`src/pkg/vff_consts.vh`:
```
// Register map, field positions and reset values of the VLAN filter
`ifndef VFF_CONSTS_VH
`define VFF_CONSTS_VH

`define VFF_ADDR_CTRL 4'h0
`define VFF_ADDR_SPVID 4'h4
`define VFF_ADDR_QINQ 4'h8
`define VFF_ADDR_PRIO 4'hc
`define VFF_ADDR_MGMT_VID 4'h0
`define VFF_ADDR_MVID 5'h10
`define VFF_ADDR_LIST 5'h14

`define VFF_CTRL_FWD_EN 0
`define VFF_CTRL_RELAY_EN 1
`define VFF_CTRL_LINK_LO 2
`define VFF_CTRL_BCF_LO 4
`define VFF_CTRL_DHCP_OVR 6
`define VFF_CTRL_PPPOE_OVR 7
`define VFF_CTRL_ARP_OVR 8
`define VFF_CTRL_RST 10'h100

`define VFF_LINK_ACCESS 2'h0
`define VFF_LINK_TRUNK 2'h1
`define VFF_LINK_PROVIDER 2'h2

`define VFF_BCF_OFF 2'h0
`define VFF_BCF_ETH 2'h1
`define VFF_BCF_WL 2'h2
`define VFF_BCF_BOTH 2'h3

`define VFF_PROTO_DHCP 2'h1
`define VFF_PROTO_PPPOE 2'h2
`define VFF_PROTO_ARP 2'h3

`define VFF_SPVID_RST 12'h001
`define VFF_VID_MIN 12'h001
`define VFF_VID_MAX 12'hffe
`define VFF_QINQ_RST 16'h8100
`define VFF_QINQ_MIN 16'h8100
`define VFF_QINQ_MAX 16'h9000
`define VFF_QINQ_ALT1 16'h9100
`define VFF_QINQ_ALT2 16'h9200
`define VFF_MVID_RST 16'hffff
`define VFF_MVID_NONE 16'hffff
`define VFF_DPRIO_RST 3'h0
`define VFF_MPRIO_SUB_RST 3'h4
`define VFF_MPRIO_AP_RST 3'h0
`define VFF_PRIO_MGMT_LO 4

`define VFF_LIST_CMD_SEL 12
`define VFF_LIST_CMD_REMOVE 13
`define VFF_LIST_DEPTH 20

`define VFF_RESP_OKAY 2'h0
`define VFF_RESP_SLVERR 2'h2

`endif

```
`src/rtl/vff_filter_tagger.v`:
```
// VLAN frame filter and tagger with AXI4-Lite configuration
// What this block does
// (RULE1) Drop trunk/provider data frames missing from forwarding list
// (RULE2) Forwarding support switch, off after reset
// (RULE3) Forwarding list: twenty IDs, 1..4094, one add
// (RULE4) Remove only a stored ID within 1..4094
// (RULE5) Forwarding on with empty list drops data
// (RULE6) Access point drops relayed frames missing from relaying list
// (RULE7) Relaying list of twenty, relaying off by default
// (RULE8) Relaying on with empty list drops relayed frames
// (RULE9) Software also puts relaying IDs in forwarding list
// (RULE10) Subscriber provider VLAN ID 1..4094, default 1
// (RULE11) Matching provider tag stripped toward Ethernet
// (RULE12) Provider tag inserted on every Ethernet-side frame
// (RULE13) Access-link data priority 0..7 toward wireless, default 0
// (RULE14) Data to low queue, management to high
// (RULE15) Management priority written unless management VID 65535
// (RULE16) Provider Ethertype 8100..9000, 9100, 9200, default 8100
// (RULE17) Broadcast filter blocks group destination addresses
// (RULE18) Filter option: off, Ethernet, wireless or both
// (RULE19) DHCP, PPPoE, ARP overrides let broadcasts pass
// (RULE20) Duplicate or overflowing add leaves list unchanged
//
// Our own choices: the placing of the registers and the AXI4-Lite register port.
`timescale 1ns/1ps
`include "vff_consts.vh"

module vff_filter_tagger
#(
   parameter IS_SUBSCRIBER = 1,
   parameter LIST_DEPTH = `VFF_LIST_DEPTH
)
(
   input wire aclk,
   input wire aresetn,
   input wire [4:0] s_axi_awaddr,
   input wire s_axi_awvalid,
   output wire s_axi_awready,
   input wire [31:0] s_axi_wdata,
   input wire [3:0] s_axi_wstrb,
   input wire s_axi_wvalid,
   output wire s_axi_wready,
   output reg [1:0] s_axi_bresp,
   output reg s_axi_bvalid,
   input wire s_axi_bready,
   input wire [4:0] s_axi_araddr,
   input wire s_axi_arvalid,
   output wire s_axi_arready,
   output reg [31:0] s_axi_rdata,
   output reg [1:0] s_axi_rresp,
   output reg s_axi_rvalid,
   input wire s_axi_rready,
   input wire frm_valid,
   output wire frm_ready,
   input wire frm_from_wireless,
   input wire frm_to_wireless,
   input wire frm_is_mgmt,
   input wire [1:0] frm_tag_count,
   input wire [15:0] frm_outer_etype,
   input wire [11:0] frm_outer_vid,
   input wire [11:0] frm_inner_vid,
   input wire frm_dst_group,
   input wire [1:0] frm_proto,
   output reg dec_valid,
   input wire dec_ready,
   output reg dec_pass,
   output reg dec_strip_outer,
   output reg dec_insert,
   output reg [15:0] dec_tag_etype,
   output reg [11:0] dec_tag_vid,
   output reg dec_pcp_write,
   output reg [2:0] dec_pcp,
   output reg dec_queue_high
);
   localparam CW = 5;

   reg [9:0] ctrl_q;
   reg [11:0] spvid_q;
   reg [15:0] qinq_q;
   reg [2:0] dprio_q;
   reg [2:0] mprio_q;
   reg [15:0] mvid_q;
   reg cmd_ok_q;
   reg [4:0] awaddr_q;
   reg aw_got_q;
   reg [31:0] wdata_q;
   reg [3:0] wstrb_q;
   reg w_got_q;

   wire [CW-1:0] fwd_count;
   wire [CW-1:0] rly_count;
   wire fwd_hit;
   wire rly_hit;
   wire fwd_cmd_ok;
   wire rly_cmd_ok;

   // Write channel: address and data accepted in either order
   wire aw_take = s_axi_awvalid && s_axi_awready;
   wire w_take = s_axi_wvalid && s_axi_wready;
   wire aw_have = aw_got_q || aw_take;
   wire w_have = w_got_q || w_take;
   wire wr_do = aw_have && w_have;
   wire [4:0] wr_addr = aw_got_q ? awaddr_q : s_axi_awaddr;
   wire [31:0] wr_data = w_got_q ? wdata_q : s_axi_wdata;
   wire [3:0] wr_strb = w_got_q ? wstrb_q : s_axi_wstrb;
   wire [31:0] wr_mask = {{8{wr_strb[3]}}, {8{wr_strb[2]}},
                          {8{wr_strb[1]}}, {8{wr_strb[0]}}};

   assign s_axi_awready = !aw_got_q && !s_axi_bvalid;
   assign s_axi_wready = !w_got_q && !s_axi_bvalid;
   assign s_axi_arready = !s_axi_rvalid;

   wire sel_ctrl = (wr_addr == {1'b0, `VFF_ADDR_CTRL});
   wire sel_spvid = (wr_addr == {1'b0, `VFF_ADDR_SPVID});
   wire sel_qinq = (wr_addr == {1'b0, `VFF_ADDR_QINQ});
   wire sel_prio = (wr_addr == {1'b0, `VFF_ADDR_PRIO});
   wire sel_mvid = (wr_addr == `VFF_ADDR_MVID);
   wire sel_list = (wr_addr == `VFF_ADDR_LIST);
   wire wr_mapped = sel_ctrl || sel_spvid || sel_qinq || sel_prio ||
                    sel_mvid || sel_list;

   // Merged values after byte enables
   wire [31:0] ctrl_m = ({22'h0, ctrl_q} & ~wr_mask) | (wr_data & wr_mask);
   wire [31:0] spvid_m = ({20'h0, spvid_q} & ~wr_mask) | (wr_data & wr_mask);
   wire [31:0] qinq_m = ({16'h0, qinq_q} & ~wr_mask) | (wr_data & wr_mask);
   wire [31:0] prio_old = {25'h0, mprio_q, 1'b0, dprio_q};
   wire [31:0] prio_m = (prio_old & ~wr_mask) | (wr_data & wr_mask);
   wire [31:0] mvid_m = ({16'h0, mvid_q} & ~wr_mask) | (wr_data & wr_mask);

   wire spvid_ok = (spvid_m[11:0] >= `VFF_VID_MIN) &&
                   (spvid_m[11:0] <= `VFF_VID_MAX); // RULE10
   wire qinq_ok = ((qinq_m[15:0] >= `VFF_QINQ_MIN) &&
                   (qinq_m[15:0] <= `VFF_QINQ_MAX)) ||
                  (qinq_m[15:0] == `VFF_QINQ_ALT1) ||
                  (qinq_m[15:0] == `VFF_QINQ_ALT2); // RULE16

   wire list_cmd = wr_do && sel_list && wr_strb[0] && wr_strb[1];
   wire list_rly = wr_data[`VFF_LIST_CMD_SEL];
   wire list_rem = wr_data[`VFF_LIST_CMD_REMOVE];

   always @(posedge aclk)
   begin
      if (!aresetn)
      begin
         aw_got_q <= 1'b0;
         w_got_q <= 1'b0;
         awaddr_q <= 5'h00;
         wdata_q <= 32'h0000_0000;
         wstrb_q <= 4'h0;
         s_axi_bvalid <= 1'b0;
         s_axi_bresp <= `VFF_RESP_OKAY;
      end
      else
      begin
         if (aw_take)
            awaddr_q <= s_axi_awaddr;
         if (w_take)
         begin
            wdata_q <= s_axi_wdata;
            wstrb_q <= s_axi_wstrb;
         end
         if (wr_do)
         begin
            aw_got_q <= 1'b0;
            w_got_q <= 1'b0;
            s_axi_bvalid <= 1'b1;
            s_axi_bresp <= wr_mapped ? `VFF_RESP_OKAY : `VFF_RESP_SLVERR;
         end
         else
         begin
            if (aw_take)
               aw_got_q <= 1'b1;
            if (w_take)
               w_got_q <= 1'b1;
            if (s_axi_bvalid && s_axi_bready)
               s_axi_bvalid <= 1'b0;
         end
      end
   end

   // Configuration registers; out-of-range provider VLAN ID and Ethertype values are ignored
   always @(posedge aclk)
   begin
      if (!aresetn)
      begin
         ctrl_q <= `VFF_CTRL_RST; // RULE2 RULE7 RULE18 RULE19
         spvid_q <= `VFF_SPVID_RST; // RULE10
         qinq_q <= `VFF_QINQ_RST; // RULE16
         dprio_q <= `VFF_DPRIO_RST; // RULE13
         mprio_q <= (IS_SUBSCRIBER != 0) ? `VFF_MPRIO_SUB_RST :
                    `VFF_MPRIO_AP_RST; // RULE15
         mvid_q <= `VFF_MVID_RST;
         cmd_ok_q <= 1'b0;
      end
      else if (wr_do)
      begin
         if (sel_ctrl)
            ctrl_q <= ctrl_m[9:0]; // RULE2
         if (sel_spvid && spvid_ok)
            spvid_q <= spvid_m[11:0];
         if (sel_qinq && qinq_ok)
            qinq_q <= qinq_m[15:0];
         if (sel_prio)
         begin
            dprio_q <= prio_m[2:0];
            mprio_q <= prio_m[`VFF_PRIO_MGMT_LO+2:`VFF_PRIO_MGMT_LO];
         end
         if (sel_mvid)
            mvid_q <= mvid_m[15:0];
         if (list_cmd)
            cmd_ok_q <= list_rly ? rly_cmd_ok : fwd_cmd_ok;
      end
   end

   // Read channel
   reg [31:0] rd_word;
   reg rd_hit;
   always @*
   begin
      rd_word = 32'h0000_0000;
      rd_hit = 1'b1;
      case (s_axi_araddr)
         {1'b0, `VFF_ADDR_CTRL}: rd_word = {22'h0, ctrl_q};
         {1'b0, `VFF_ADDR_SPVID}: rd_word = {20'h0, spvid_q};
         {1'b0, `VFF_ADDR_QINQ}: rd_word = {16'h0, qinq_q};
         {1'b0, `VFF_ADDR_PRIO}: rd_word = prio_old;
         `VFF_ADDR_MVID: rd_word = {16'h0, mvid_q};
         `VFF_ADDR_LIST: rd_word = {15'h0, cmd_ok_q, 3'h0, rly_count,
                                   3'h0, fwd_count};
         default: rd_hit = 1'b0;
      endcase
   end

   always @(posedge aclk)
   begin
      if (!aresetn)
      begin
         s_axi_rvalid <= 1'b0;
         s_axi_rdata <= 32'h0000_0000;
         s_axi_rresp <= `VFF_RESP_OKAY;
      end
      else if (s_axi_arvalid && s_axi_arready)
      begin
         s_axi_rvalid <= 1'b1;
         s_axi_rdata <= rd_word;
         s_axi_rresp <= rd_hit ? `VFF_RESP_OKAY : `VFF_RESP_SLVERR;
      end
      else if (s_axi_rvalid && s_axi_rready)
         s_axi_rvalid <= 1'b0;
   end

   // Frame decision
   wire is_sub = (IS_SUBSCRIBER != 0);
   wire [1:0] link = ctrl_q[`VFF_CTRL_LINK_LO+1:`VFF_CTRL_LINK_LO];
   wire [1:0] bcf = ctrl_q[`VFF_CTRL_BCF_LO+1:`VFF_CTRL_BCF_LO];
   wire link_access = (link == `VFF_LINK_ACCESS);
   wire link_sp = (link == `VFF_LINK_PROVIDER);
   wire link_tr_sp = (link == `VFF_LINK_TRUNK) || link_sp;
   wire is_data = !frm_is_mgmt;
   wire sub_sp = is_sub && link_sp;

   // Subscriber on provider link checks the customer tag behind the SP tag
   wire cust_inner = sub_sp && frm_from_wireless;
   wire has_cust = cust_inner ? (frm_tag_count == 2'h2) :
                   (frm_tag_count != 2'h0);
   wire [11:0] fwd_vid = cust_inner ? frm_inner_vid : frm_outer_vid;
   wire fwd_on = link_tr_sp && ctrl_q[`VFF_CTRL_FWD_EN];
   wire fwd_drop = fwd_on && is_data &&
                   ((fwd_count == {CW{1'b0}}) || // RULE5
                    (has_cust && !fwd_hit)); // RULE1

   wire relayed = frm_from_wireless && frm_to_wireless;
   wire rly_on = !is_sub && link_tr_sp && ctrl_q[`VFF_CTRL_RELAY_EN];
   wire rly_drop = rly_on && is_data && relayed &&
                   ((rly_count == {CW{1'b0}}) || !rly_hit); // RULE6 RULE8

   wire sp_match = (frm_tag_count != 2'h0) && (frm_outer_etype == qinq_q) &&
                   (frm_outer_vid == spvid_q);
   wire sp_strip = sub_sp && frm_from_wireless; // RULE11
   wire sp_drop = sp_strip && !sp_match; // RULE11
   wire sp_insert = sub_sp && !frm_from_wireless; // RULE12

   wire bcf_port = frm_from_wireless ?
                   (bcf == `VFF_BCF_WL || bcf == `VFF_BCF_BOTH) :
                   (bcf == `VFF_BCF_ETH || bcf == `VFF_BCF_BOTH); // RULE18
   wire bc_ovr = (frm_proto == `VFF_PROTO_DHCP &&
                  ctrl_q[`VFF_CTRL_DHCP_OVR]) ||
                 (frm_proto == `VFF_PROTO_PPPOE &&
                  ctrl_q[`VFF_CTRL_PPPOE_OVR]) ||
                 (frm_proto == `VFF_PROTO_ARP &&
                  ctrl_q[`VFF_CTRL_ARP_OVR]); // RULE19
   wire bc_drop = is_sub && bcf_port && frm_dst_group && !bc_ovr; // RULE17

   wire mgmt_pcp = frm_is_mgmt && (mvid_q != `VFF_MVID_NONE); // RULE15
   wire data_pcp = is_sub && link_access && is_data &&
                   !frm_from_wireless; // RULE13

   assign frm_ready = !dec_valid || dec_ready;

   always @(posedge aclk)
   begin
      if (!aresetn)
      begin
         dec_valid <= 1'b0;
         dec_pass <= 1'b0;
         dec_strip_outer <= 1'b0;
         dec_insert <= 1'b0;
         dec_tag_etype <= 16'h0000;
         dec_tag_vid <= 12'h000;
         dec_pcp_write <= 1'b0;
         dec_pcp <= 3'h0;
         dec_queue_high <= 1'b0;
      end
      else if (frm_valid && frm_ready)
      begin
         dec_valid <= 1'b1;
         dec_pass <= !(fwd_drop || rly_drop || sp_drop || bc_drop);
         dec_strip_outer <= sp_strip;
         dec_insert <= sp_insert;
         dec_tag_etype <= qinq_q;
         dec_tag_vid <= spvid_q;
         dec_pcp_write <= mgmt_pcp || data_pcp;
         dec_pcp <= mgmt_pcp ? mprio_q : dprio_q;
         dec_queue_high <= frm_is_mgmt; // RULE14
      end
      else if (dec_ready)
         dec_valid <= 1'b0;
   end

   // Two lists; the relaying list is only consulted on an access point
   vff_vid_list #(.DEPTH(LIST_DEPTH), .CW(CW)) u_fwd_list
   (
      .aclk(aclk),
      .aresetn(aresetn),
      .cmd_valid(list_cmd && !list_rly), // RULE3
      .cmd_remove(list_rem),
      .cmd_vid(wr_data[11:0]),
      .cmd_ok(fwd_cmd_ok),
      .look_vid(fwd_vid),
      .look_hit(fwd_hit),
      .count(fwd_count)
   );

   vff_vid_list #(.DEPTH(LIST_DEPTH), .CW(CW)) u_rly_list
   (
      .aclk(aclk),
      .aresetn(aresetn),
      .cmd_valid(list_cmd && list_rly), // RULE7
      .cmd_remove(list_rem),
      .cmd_vid(wr_data[11:0]),
      .cmd_ok(rly_cmd_ok),
      .look_vid(frm_outer_vid),
      .look_hit(rly_hit),
      .count(rly_count)
   );
endmodule // vff_filter_tagger

```
`src/rtl/vff_vid_list.v`:
```
// Small content-addressed list of VLAN IDs with add, remove and lookup
`timescale 1ns/1ps
`include "vff_consts.vh"

module vff_vid_list
#(
   parameter DEPTH = `VFF_LIST_DEPTH,
   parameter CW = 5
)
(
   input wire aclk,
   input wire aresetn,
   input wire cmd_valid,
   input wire cmd_remove,
   input wire [11:0] cmd_vid,
   output reg cmd_ok,
   input wire [11:0] look_vid,
   output reg look_hit,
   output reg [CW-1:0] count
);
   reg [11:0] vid_q [0:DEPTH-1];
   reg [DEPTH-1:0] used_q;
   reg [DEPTH-1:0] cmd_match;
   reg [DEPTH-1:0] free_first;
   reg seen_free;
   reg vid_ok;
   integer i;
   integer j;

   always @*
   begin
      look_hit = 1'b0;
      count = {CW{1'b0}};
      seen_free = 1'b0;
      free_first = {DEPTH{1'b0}};
      for (i = 0; i < DEPTH; i = i + 1)
      begin
         cmd_match[i] = used_q[i] && (vid_q[i] == cmd_vid);
         if (used_q[i] && (vid_q[i] == look_vid))
            look_hit = 1'b1;
         if (used_q[i])
            count = count + {{(CW-1){1'b0}}, 1'b1};
         else if (!seen_free)
         begin
            free_first[i] = 1'b1;
            seen_free = 1'b1;
         end
      end
      vid_ok = (cmd_vid >= `VFF_VID_MIN) && (cmd_vid <= `VFF_VID_MAX);
      // Add refuses duplicates and a full list
      if (cmd_remove)
         cmd_ok = vid_ok && (|cmd_match); // RULE4
      else
         cmd_ok = vid_ok && !(|cmd_match) && seen_free; // RULE20
   end

   always @(posedge aclk)
   begin
      if (!aresetn)
         used_q <= {DEPTH{1'b0}};
      else if (cmd_valid && cmd_ok)
      begin
         if (cmd_remove)
            used_q <= used_q & ~cmd_match;
         else
            used_q <= used_q | free_first;
      end
   end

   always @(posedge aclk)
   begin
      for (j = 0; j < DEPTH; j = j + 1)
         if (cmd_valid && cmd_ok && !cmd_remove && free_first[j])
            vid_q[j] <= cmd_vid;
   end
endmodule // vff_vid_list

```
`config.mk`:
```
export PLATFORM = sky130hd
export DESIGN_NAME = vff_filter_tagger
export DESIGN_NICKNAME = d
export VERILOG_FILES = /design/src/rtl/vff_filter_tagger.v /design/src/rtl/vff_vid_list.v
export VERILOG_INCLUDE_DIRS = /design/src /design/src/pkg
export SDC_FILE = /design/constraint.sdc
export NUM_CORES = 1
export LEC_CHECK = 0
export ABC_AREA = 1
export BUFFER_PORTS_ARGS = -buffer_cell sky130_fd_sc_hd__buf_2
export CORE_MARGIN = 2
export CORE_UTILIZATION = 45
export DETAILED_ROUTE_END_ITERATION = 12
export HOLD_SLACK_MARGIN = 0.05
export SKIP_LAST_GASP = 1
export SLEW_MARGIN = 20
export SYNTH_ARGS = -nofsm -noshare
export SYNTH_HDL_FRONTEND = slang
export SYNTH_SLANG_ARGS = --single-unit
```
`constraint.sdc`:
```
create_clock -name aclk -period 10.8 [get_ports aclk]
set_input_delay 0.54 -clock aclk [delete_from_list [all_inputs] [get_ports aclk]]
set_output_delay 0.54 -clock aclk [all_outputs]
set_load 0.02 [all_outputs]
```
# After elaboration in Yosys (flattened, before gate mapping)
# Memories as Yosys holds them, arrays and structs flattened.
# Index checks and enable logic that the tools add are counted.
# classes
add_sub_neg	38
order_cmp	6
n_eq_ne	84
n_mux	392
bitwise_logic	19
n_reduce_logical	236
# ops
operator	n
12-bit == test	61
12-bit two-way mux	39
12-bit OR reduction	38
5-bit two-way mux	77
1-bit two-way mux	268
5-bit by 1-bit adder with 5-bit output (second input constant)	36
1-bit logical AND	146
17-bit one-hot mux with 6 select lines	1
16-bit bitwise AND	3
20-bit bitwise AND	2
20-bit two-way mux	2
20-bit inverter	2
20-bit bitwise OR	2
20-bit OR reduction	2
16-bit == test (second input constant)	2
16-bit bitwise OR	2
12-bit by 1-bit >= comparator with 1-bit output (second input constant)	2
12-bit less-or-equal comparator (second input constant)	2
5-bit by 4-bit == test with 1-bit output (second input constant)	4
5-bit == test (second input constant)	4
1-bit logical OR	19
16-bit == test	1
16-bit >= comparator (second input constant)	1
16-bit less-or-equal comparator (second input constant)	1
other kinds (23)	58
# totals
ff_bits	201
mem_bits_rw	480
inputBits	103
output_inout_bits	79
elab_cells	805
n_memories	2
# memory_table
name	words	word_bits	read_ports	rd_clocked_by_memory_dff	wr	line_no	source
u_fwd_list.vid_q	20	12	20	0	1	vff_vid_list.v:21	reg [11:0] vid_q [0:DEPTH-1];
u_rly_list.vid_q	20	12	20	0	1	vff_vid_list.v:21	

# Longest topological paths before layout
# logic_depth
ltp_word	47
depth_mapped	71
depth_no_buf	71

# Cells and area by module
# From an unflattened synthesis, not the netlist that was laid out.
# unflattened
hier_cells	4836
hier_area_um2	41172.0
# modules_own_cells
module	instances	cells_each	area_per_inst_um2	seq_area_each_um2
vff_vid_list	2	1873	16887.4	7607.3
vff_filter_tagger	1	1090	7397.1	2882.8

# Worst setup path before layout
# OpenSTA, ideal clock, no wires.
# synth_path
path_type	register to register
start	register u_rly_list.used_q[0]
end	register s_axi_rdata[9]
setup_time_ps	134
arrival_ps	8103
t_required_ps	10666
path_slack_ps	2564
stages_incl_launch_ff	65
path_buffers	0
period_less_slack_ps	8236
cell_sequence	dfxtp_1 inv_1 ha_1 inv_1 nand2_2 nand2_4 inv_1 ha_1 inv_1 o21ai_1 or2_0 nand3_1 o21ai_1 ha_1 nor2_1 a31oi_1 xor2_1 o21ai_1 [... 29 more ...] nand2_2 ha_1 o21ai_0 xor2_1 nand2_1 nand2_1 inv_1 ha_1 nand2_1 nand2_1 ha_1 o21ai_0 inv_1 ha_1 o211ai_1 nand2_1 nand2_1 a21oi_1
# synth_between
elab_chain_cells	40
# synth_rtl
element	line_no	source
start, declared	vff_vid_list.v:22	reg [DEPTH-1:0] used_q;
start signal, assigned	vff_vid_list.v:60	used_q <= {DEPTH{1'b0}};
start signal, assigned	vff_vid_list.v:64	used_q <= used_q & ~cmd_match;
start signal, assigned	vff_vid_list.v:66	used_q <= used_q | free_first;
1-bit two-way mux (*)	vff_vid_list.v:41	if (used_q[i])
1-bit by 1-bit adder with 2-bit output	vff_vid_list.v:42	count = count + {{(CW-1){1'b0}}, 1'b1};
5-bit two-way mux (*)	vff_vid_list.v:41	
5-bit by 1-bit adder with 5-bit output	vff_vid_list.v:42	
5-bit two-way mux (*)	vff_vid_list.v:41	
5-bit by 1-bit adder with 5-bit output	vff_vid_list.v:42	
5-bit two-way mux (*)	vff_vid_list.v:41	
5-bit by 1-bit adder with 5-bit output	vff_vid_list.v:42	
[... 24 more ...]	-	
5-bit two-way mux (*)	vff_vid_list.v:41	
5-bit by 1-bit adder with 5-bit output	vff_vid_list.v:42	
5-bit two-way mux (*)	vff_vid_list.v:41	
5-bit by 1-bit adder with 5-bit output	vff_vid_list.v:42	
5-bit two-way mux (*)	vff_vid_list.v:41	
5-bit by 1-bit adder with 5-bit output	vff_vid_list.v:42	
5-bit two-way mux (*)	vff_vid_list.v:41	
17-bit one-hot mux with 6 select lines (*)	vff_filter_tagger.v:222	case (s_axi_araddr)
end signal, assigned	vff_filter_tagger.v:245	s_axi_rdata <= rd_word;
end, declared	vff_filter_tagger.v:49	output reg [31:0] s_axi_rdata,
# Every way passes the cells marked *; elsewhere a longest branch is shown, timed or not.
# A chain may end at the register's enable or synchronous reset.

# Worst setup path after layout
# layout_path
start	register u_rly_list.used_q[0]
end	register s_axi_rdata[12]
# The elaborated chain is that of the path after synthesis.

==> results.py <==
metrics = {
    "outcome": {
        "result_of_the_run": "complete, no violations",
    },
    "cells_and_area": {
        "final.fill_count": 7801,
        "finish.net_count": 4469,
        "count_of_antenna_diodes_in_the_layout": 0,
        "area.growth.synth_to_final_pct": 12.00,
        "layout_cells_sized_above_1": 0.1340,
    },
    "logic_synthesis": {
        "synth.yosys.seq_area_share": 0.4807,
        "synth-adder-area-share": 0.01462,
        "yosys-top-cells-area": "edfxtp_1, dfxtp_1, nand2_1",
        "synth-compound-area-share": 0.1025,
        "synth-simple-area-share": 0.2118,
        "synth_enable_flop_cells": 480,
        "synth_cell_types": 65,
        "yosys_warnings": 0,
        "postSynthCellCount": 4179,
        "synth.most_common_cell": "nand2_1",
        "ys_dominant_reg_cell": "edfxtp_1",
        "yosys-mux-area-fraction": 0.0002659,
        "syn-mean-instance-area_um2": 9.009,
        "yosys-top-cells-count": "nand2_1, edfxtp_1, inv_1",
        "netlist.top_cell.by_area": "edfxtp_1",
        "synth.top_cell.area_share": 0.3829,
        "synth_top_family_by_area": "simple AND/OR/NAND/NOR gates",
        "syn-cell-area_um2": 37650,
        "synth-async-reset-ratio": 0,
        "synth.ff_latch_count": 664,
        "post_synth_xor_area_fraction": 0.1189,
    },
    "timing": {
        "fin_crit_ns": 9.192,
        "finalHoldViolCount": 0,
        "final.setup.tns_ns": 0,
        "finalClockSkew_ns": 0.02544,
        "max_slew.worst_pin.slew_ns": 1.139,
        "grt_setup_unrepaired": "false",
        "slew_headroom": 0.2360,
        "fin_ws_ns": 1.608,
        "final_min_period_over_clock_period": 0.8511,
        "final_report_setup_violation_count": 0,
        "fmax_mhz": 108.8,
        "drv_slew": 0,
    },
    "clock_tree": {
        "cts.sink_count": 664,
        "skew_pair_late_insertion_delay_ns": 0.64,
        "cts_resized": 0,
        "cts.root.buffer_cell": "clkbuf_16",
        "cts_buffers": 76,
        "worst_setup_hold_path_clk_slew_ns": 0.06,
        "cts.htree.levels": 3,
        "post_cts.repair.setup_buffers": 0,
        "cts_hold_buf": 0,
        "ctsLongestPathBuffers": 3,
        "tritoncts": "yes",
    },
    "drt": {
        "dr.pass1.iters": 7,
        "postRouteAntennaNets": 0,
        "drc": 0,
        "postRouteWirelength_um": 124300,
        "wl_per_cell_um": 22.76,
        "num_vias": 31438,
        "dr.first_iter.drc_count": 3301,
        "mean_number_of_vias_per_cell": 5.757,
    },
    "setup_path": {
        "cp_max_fo": 7,
        "timing.reg2reg.worst_path_depth": 67,
        "crit_slowest_cell": "dfxtp_1",
        "cp_data_arrival_time_ns": 9.74,
        "worst_path_largest_cell_delay_ns": 0.45,
        "reg2reg_to": "s_axi_rdata[12]",
        "critical_path.endpoint_type": "flip-flop",
        "timing.critical_path.from_type": "flip-flop",
        "ff2ff_setup_slack_ns": 1.61,
        "r2r-start": "u_rly_list.used_q[0]",
        "worst_ep_required_time_ns": 11.35,
        "critical_path_class": "reg -> reg",
        "path_common_cell": "nand2_1",
    },
    "placed_design": {
        "place_congestion": 0.9055,
        "dp_hpwl_um": 77740,
        "pre_cts_ws_ns": 1.637,
        "port_buffers": 145,
    },
    "floorplan": {
        "initial_core_utilization": 0.4520,
        "cell_row_count": 106,
        "core_area_um2": 83290,
        "io_pins": 182,
        "die_ht_um": 293.2,
        "area_enclosed_by_the_die_boundary_um2": 85990,
        "die_width_um": 293.2,
    },
    "job": {
        "max_cap_viols": 0,
    },
    "global_route": {
        "first_global_vias": 29489,
        "grt_use_total": 0.2835,
        "wire_length_of_the_first_global_routing_pass_um": 182900,
        "grt_antenna_before_repair": 2,
        "pin_count_of_the_biggest_net_entering_global_routing": 86,
        "grt.overflow.total": 0,
    },
    "power_and_ir_drop": {
        "finalPower_mw": 6.444,
        "pwr_density_cell_nw_per_um2": 152.8,
        "maximum_vdd_drop_v": 0.0001367,
        "power.leakage_nw": 16.82,
    },
    "worst_hold_path": {
        "hold_depth": 4,
        "hp_start": "s_axi_bready",
        "holdPathEnd": "s_axi_bvalid",
        "hp_class": "in -> reg",
    },
}
power breakdown:
part | switching (mW) | internal (mW)
Sequential | 0.0161 | 2.82
Clock | 1.07 | 1.53
Combinational | 0.744 | 0.266
Total | 1.83 | 4.61
sequential cells by signal, indices dropped and copies added (netlist names), 2 cells and up, named ones only:
register           cells
wstrb_q                2
dec_tag_vid           12
spvid_q               12
awaddr_q               5
dec_tag_etype         16
u_fwd_list.used_q     20
u_rly_list.used_q     20
qinq_q                16
wdata_q               16
u_rly_list.vid_q     240
dec_pcp                3
u_fwd_list.vid_q     240
s_axi_rdata           17
layout make-up:
cell class	count	area (µm²)	area share
timing repair buffer	231	1374	0.03258
clock inverter	33	404.1	0.009585
clock buffer	104	2078	0.04929
multi-input combinational	2862	17020	0.4038
inverter	487	1836	0.04353
tap	1080	1351	0.03205
sequential	664	18100	0.4292
worst max-delay path, delay by kind of cell (launching register included):
| family | cells | cell delay (ns) |
|---|---|---|
| simple gates | 35 | 3.24 |
| fa+ha+maj | 11 | 3.03 |
| compound gates | 8 | 1.32 |
| buf+inv | 11 | 0.71 |
| flops | 1 | 0.45 |
| xor+xnor | 2 | 0.39 |
cell usage in the layout (no fill, tap or decap), types with 20 or more instances in the layout:
| cell type | count |
|---|---|
| edfxtp_1 | 480 |
| a221oi_1 | 27 |
| nor3_1 | 72 |
| nand3_1 | 229 |
| nand3b_1 | 33 |
| clkbuf_1 | 22 |
| buf_4 | 87 |
| o21ai_0 | 183 |
| inv_2 | 40 |
| xnor2_1 | 262 |
| clkinv_1 | 23 |
| inv_1 | 432 |
| dfxtp_1 | 184 |
| or2_2 | 74 |
| ha_1 | 44 |
| buf_2 | 144 |
| a21oi_1 | 162 |
| nand2_2 | 57 |
| nand2_4 | 26 |
| clkbuf_16 | 77 |
| nor4_1 | 105 |
| o22ai_1 | 118 |
| xor2_1 | 246 |
| nand4_1 | 96 |
| nor2_1 | 176 |
| a2111oi_0 | 20 |
| nand2_1 | 728 |
| nand3_2 | 21 |
how the worst max path moves through the flow:
stage	startpoint	end	slack [ns]	depth (start not counted)
floorplan	u_rly_list.used_q[0]	s_axi_rdata[9]	2.56	64
global placement	u_rly_list.used_q[0]	s_axi_rdata[9]	1.70	64
detailed placement	u_rly_list.used_q[0]	s_axi_rdata[12]	1.64	67
CTS	u_rly_list.used_q[0]	s_axi_rdata[12]	1.59	67
global route	u_rly_list.used_q[1]	s_axi_rdata[12]	0.69	67
finish	u_rly_list.used_q[0]	s_axi_rdata[12]	1.61	67
metrics by stage:
step / hold WS (ns) / std cells / utilization / instance area, µm²
4_1_cts: 0.1546 / 5461 / 0.5062 / 42160
6_report: 0.1697 / 5461 / 0.5062 / 42160
3_3_place_gp: 0.4437 / 5324 / 0.4764 / 39680
2_1_floorplan: 0.4237 / 4195 / - / 37710
3_5_place_dp: 0.4584 / 5324 / 0.4764 / 39680
5_1_grt: 0.1878 / 5461 / 0.5062 / 42160
cells by family (layout without fill, tap and decap cells):
family | after synthesis | after routing
and+or+nand+nor | 1663 | 1663
buffers and inverters | 669 | 855
DFF | 664 | 664
AOI/OAI and AO/OA | 628 | 628
xor gates and xnor gates | 509 | 509
adders and majority gates | 44 | 44
other | 1 | 17
muxes | 1 | 1
layer usage:
metal | vias to the layer above | global-route usage | share of wire | wire length (µm)
li1 | 14642 | - | - | -
met1 | 14960 | 0.3839 | 0.42 | 51640
met2 | 1533 | 0.4547 | 0.45 | 56170
met3 | 301 | 0.05061 | 0.096 | 11970
met4 | 2 | 0.1059 | 0.036 | 4474
met5 | - | 0 | 0.00010 | 13
No activity file was read; power rests on OpenSTA's default activity.
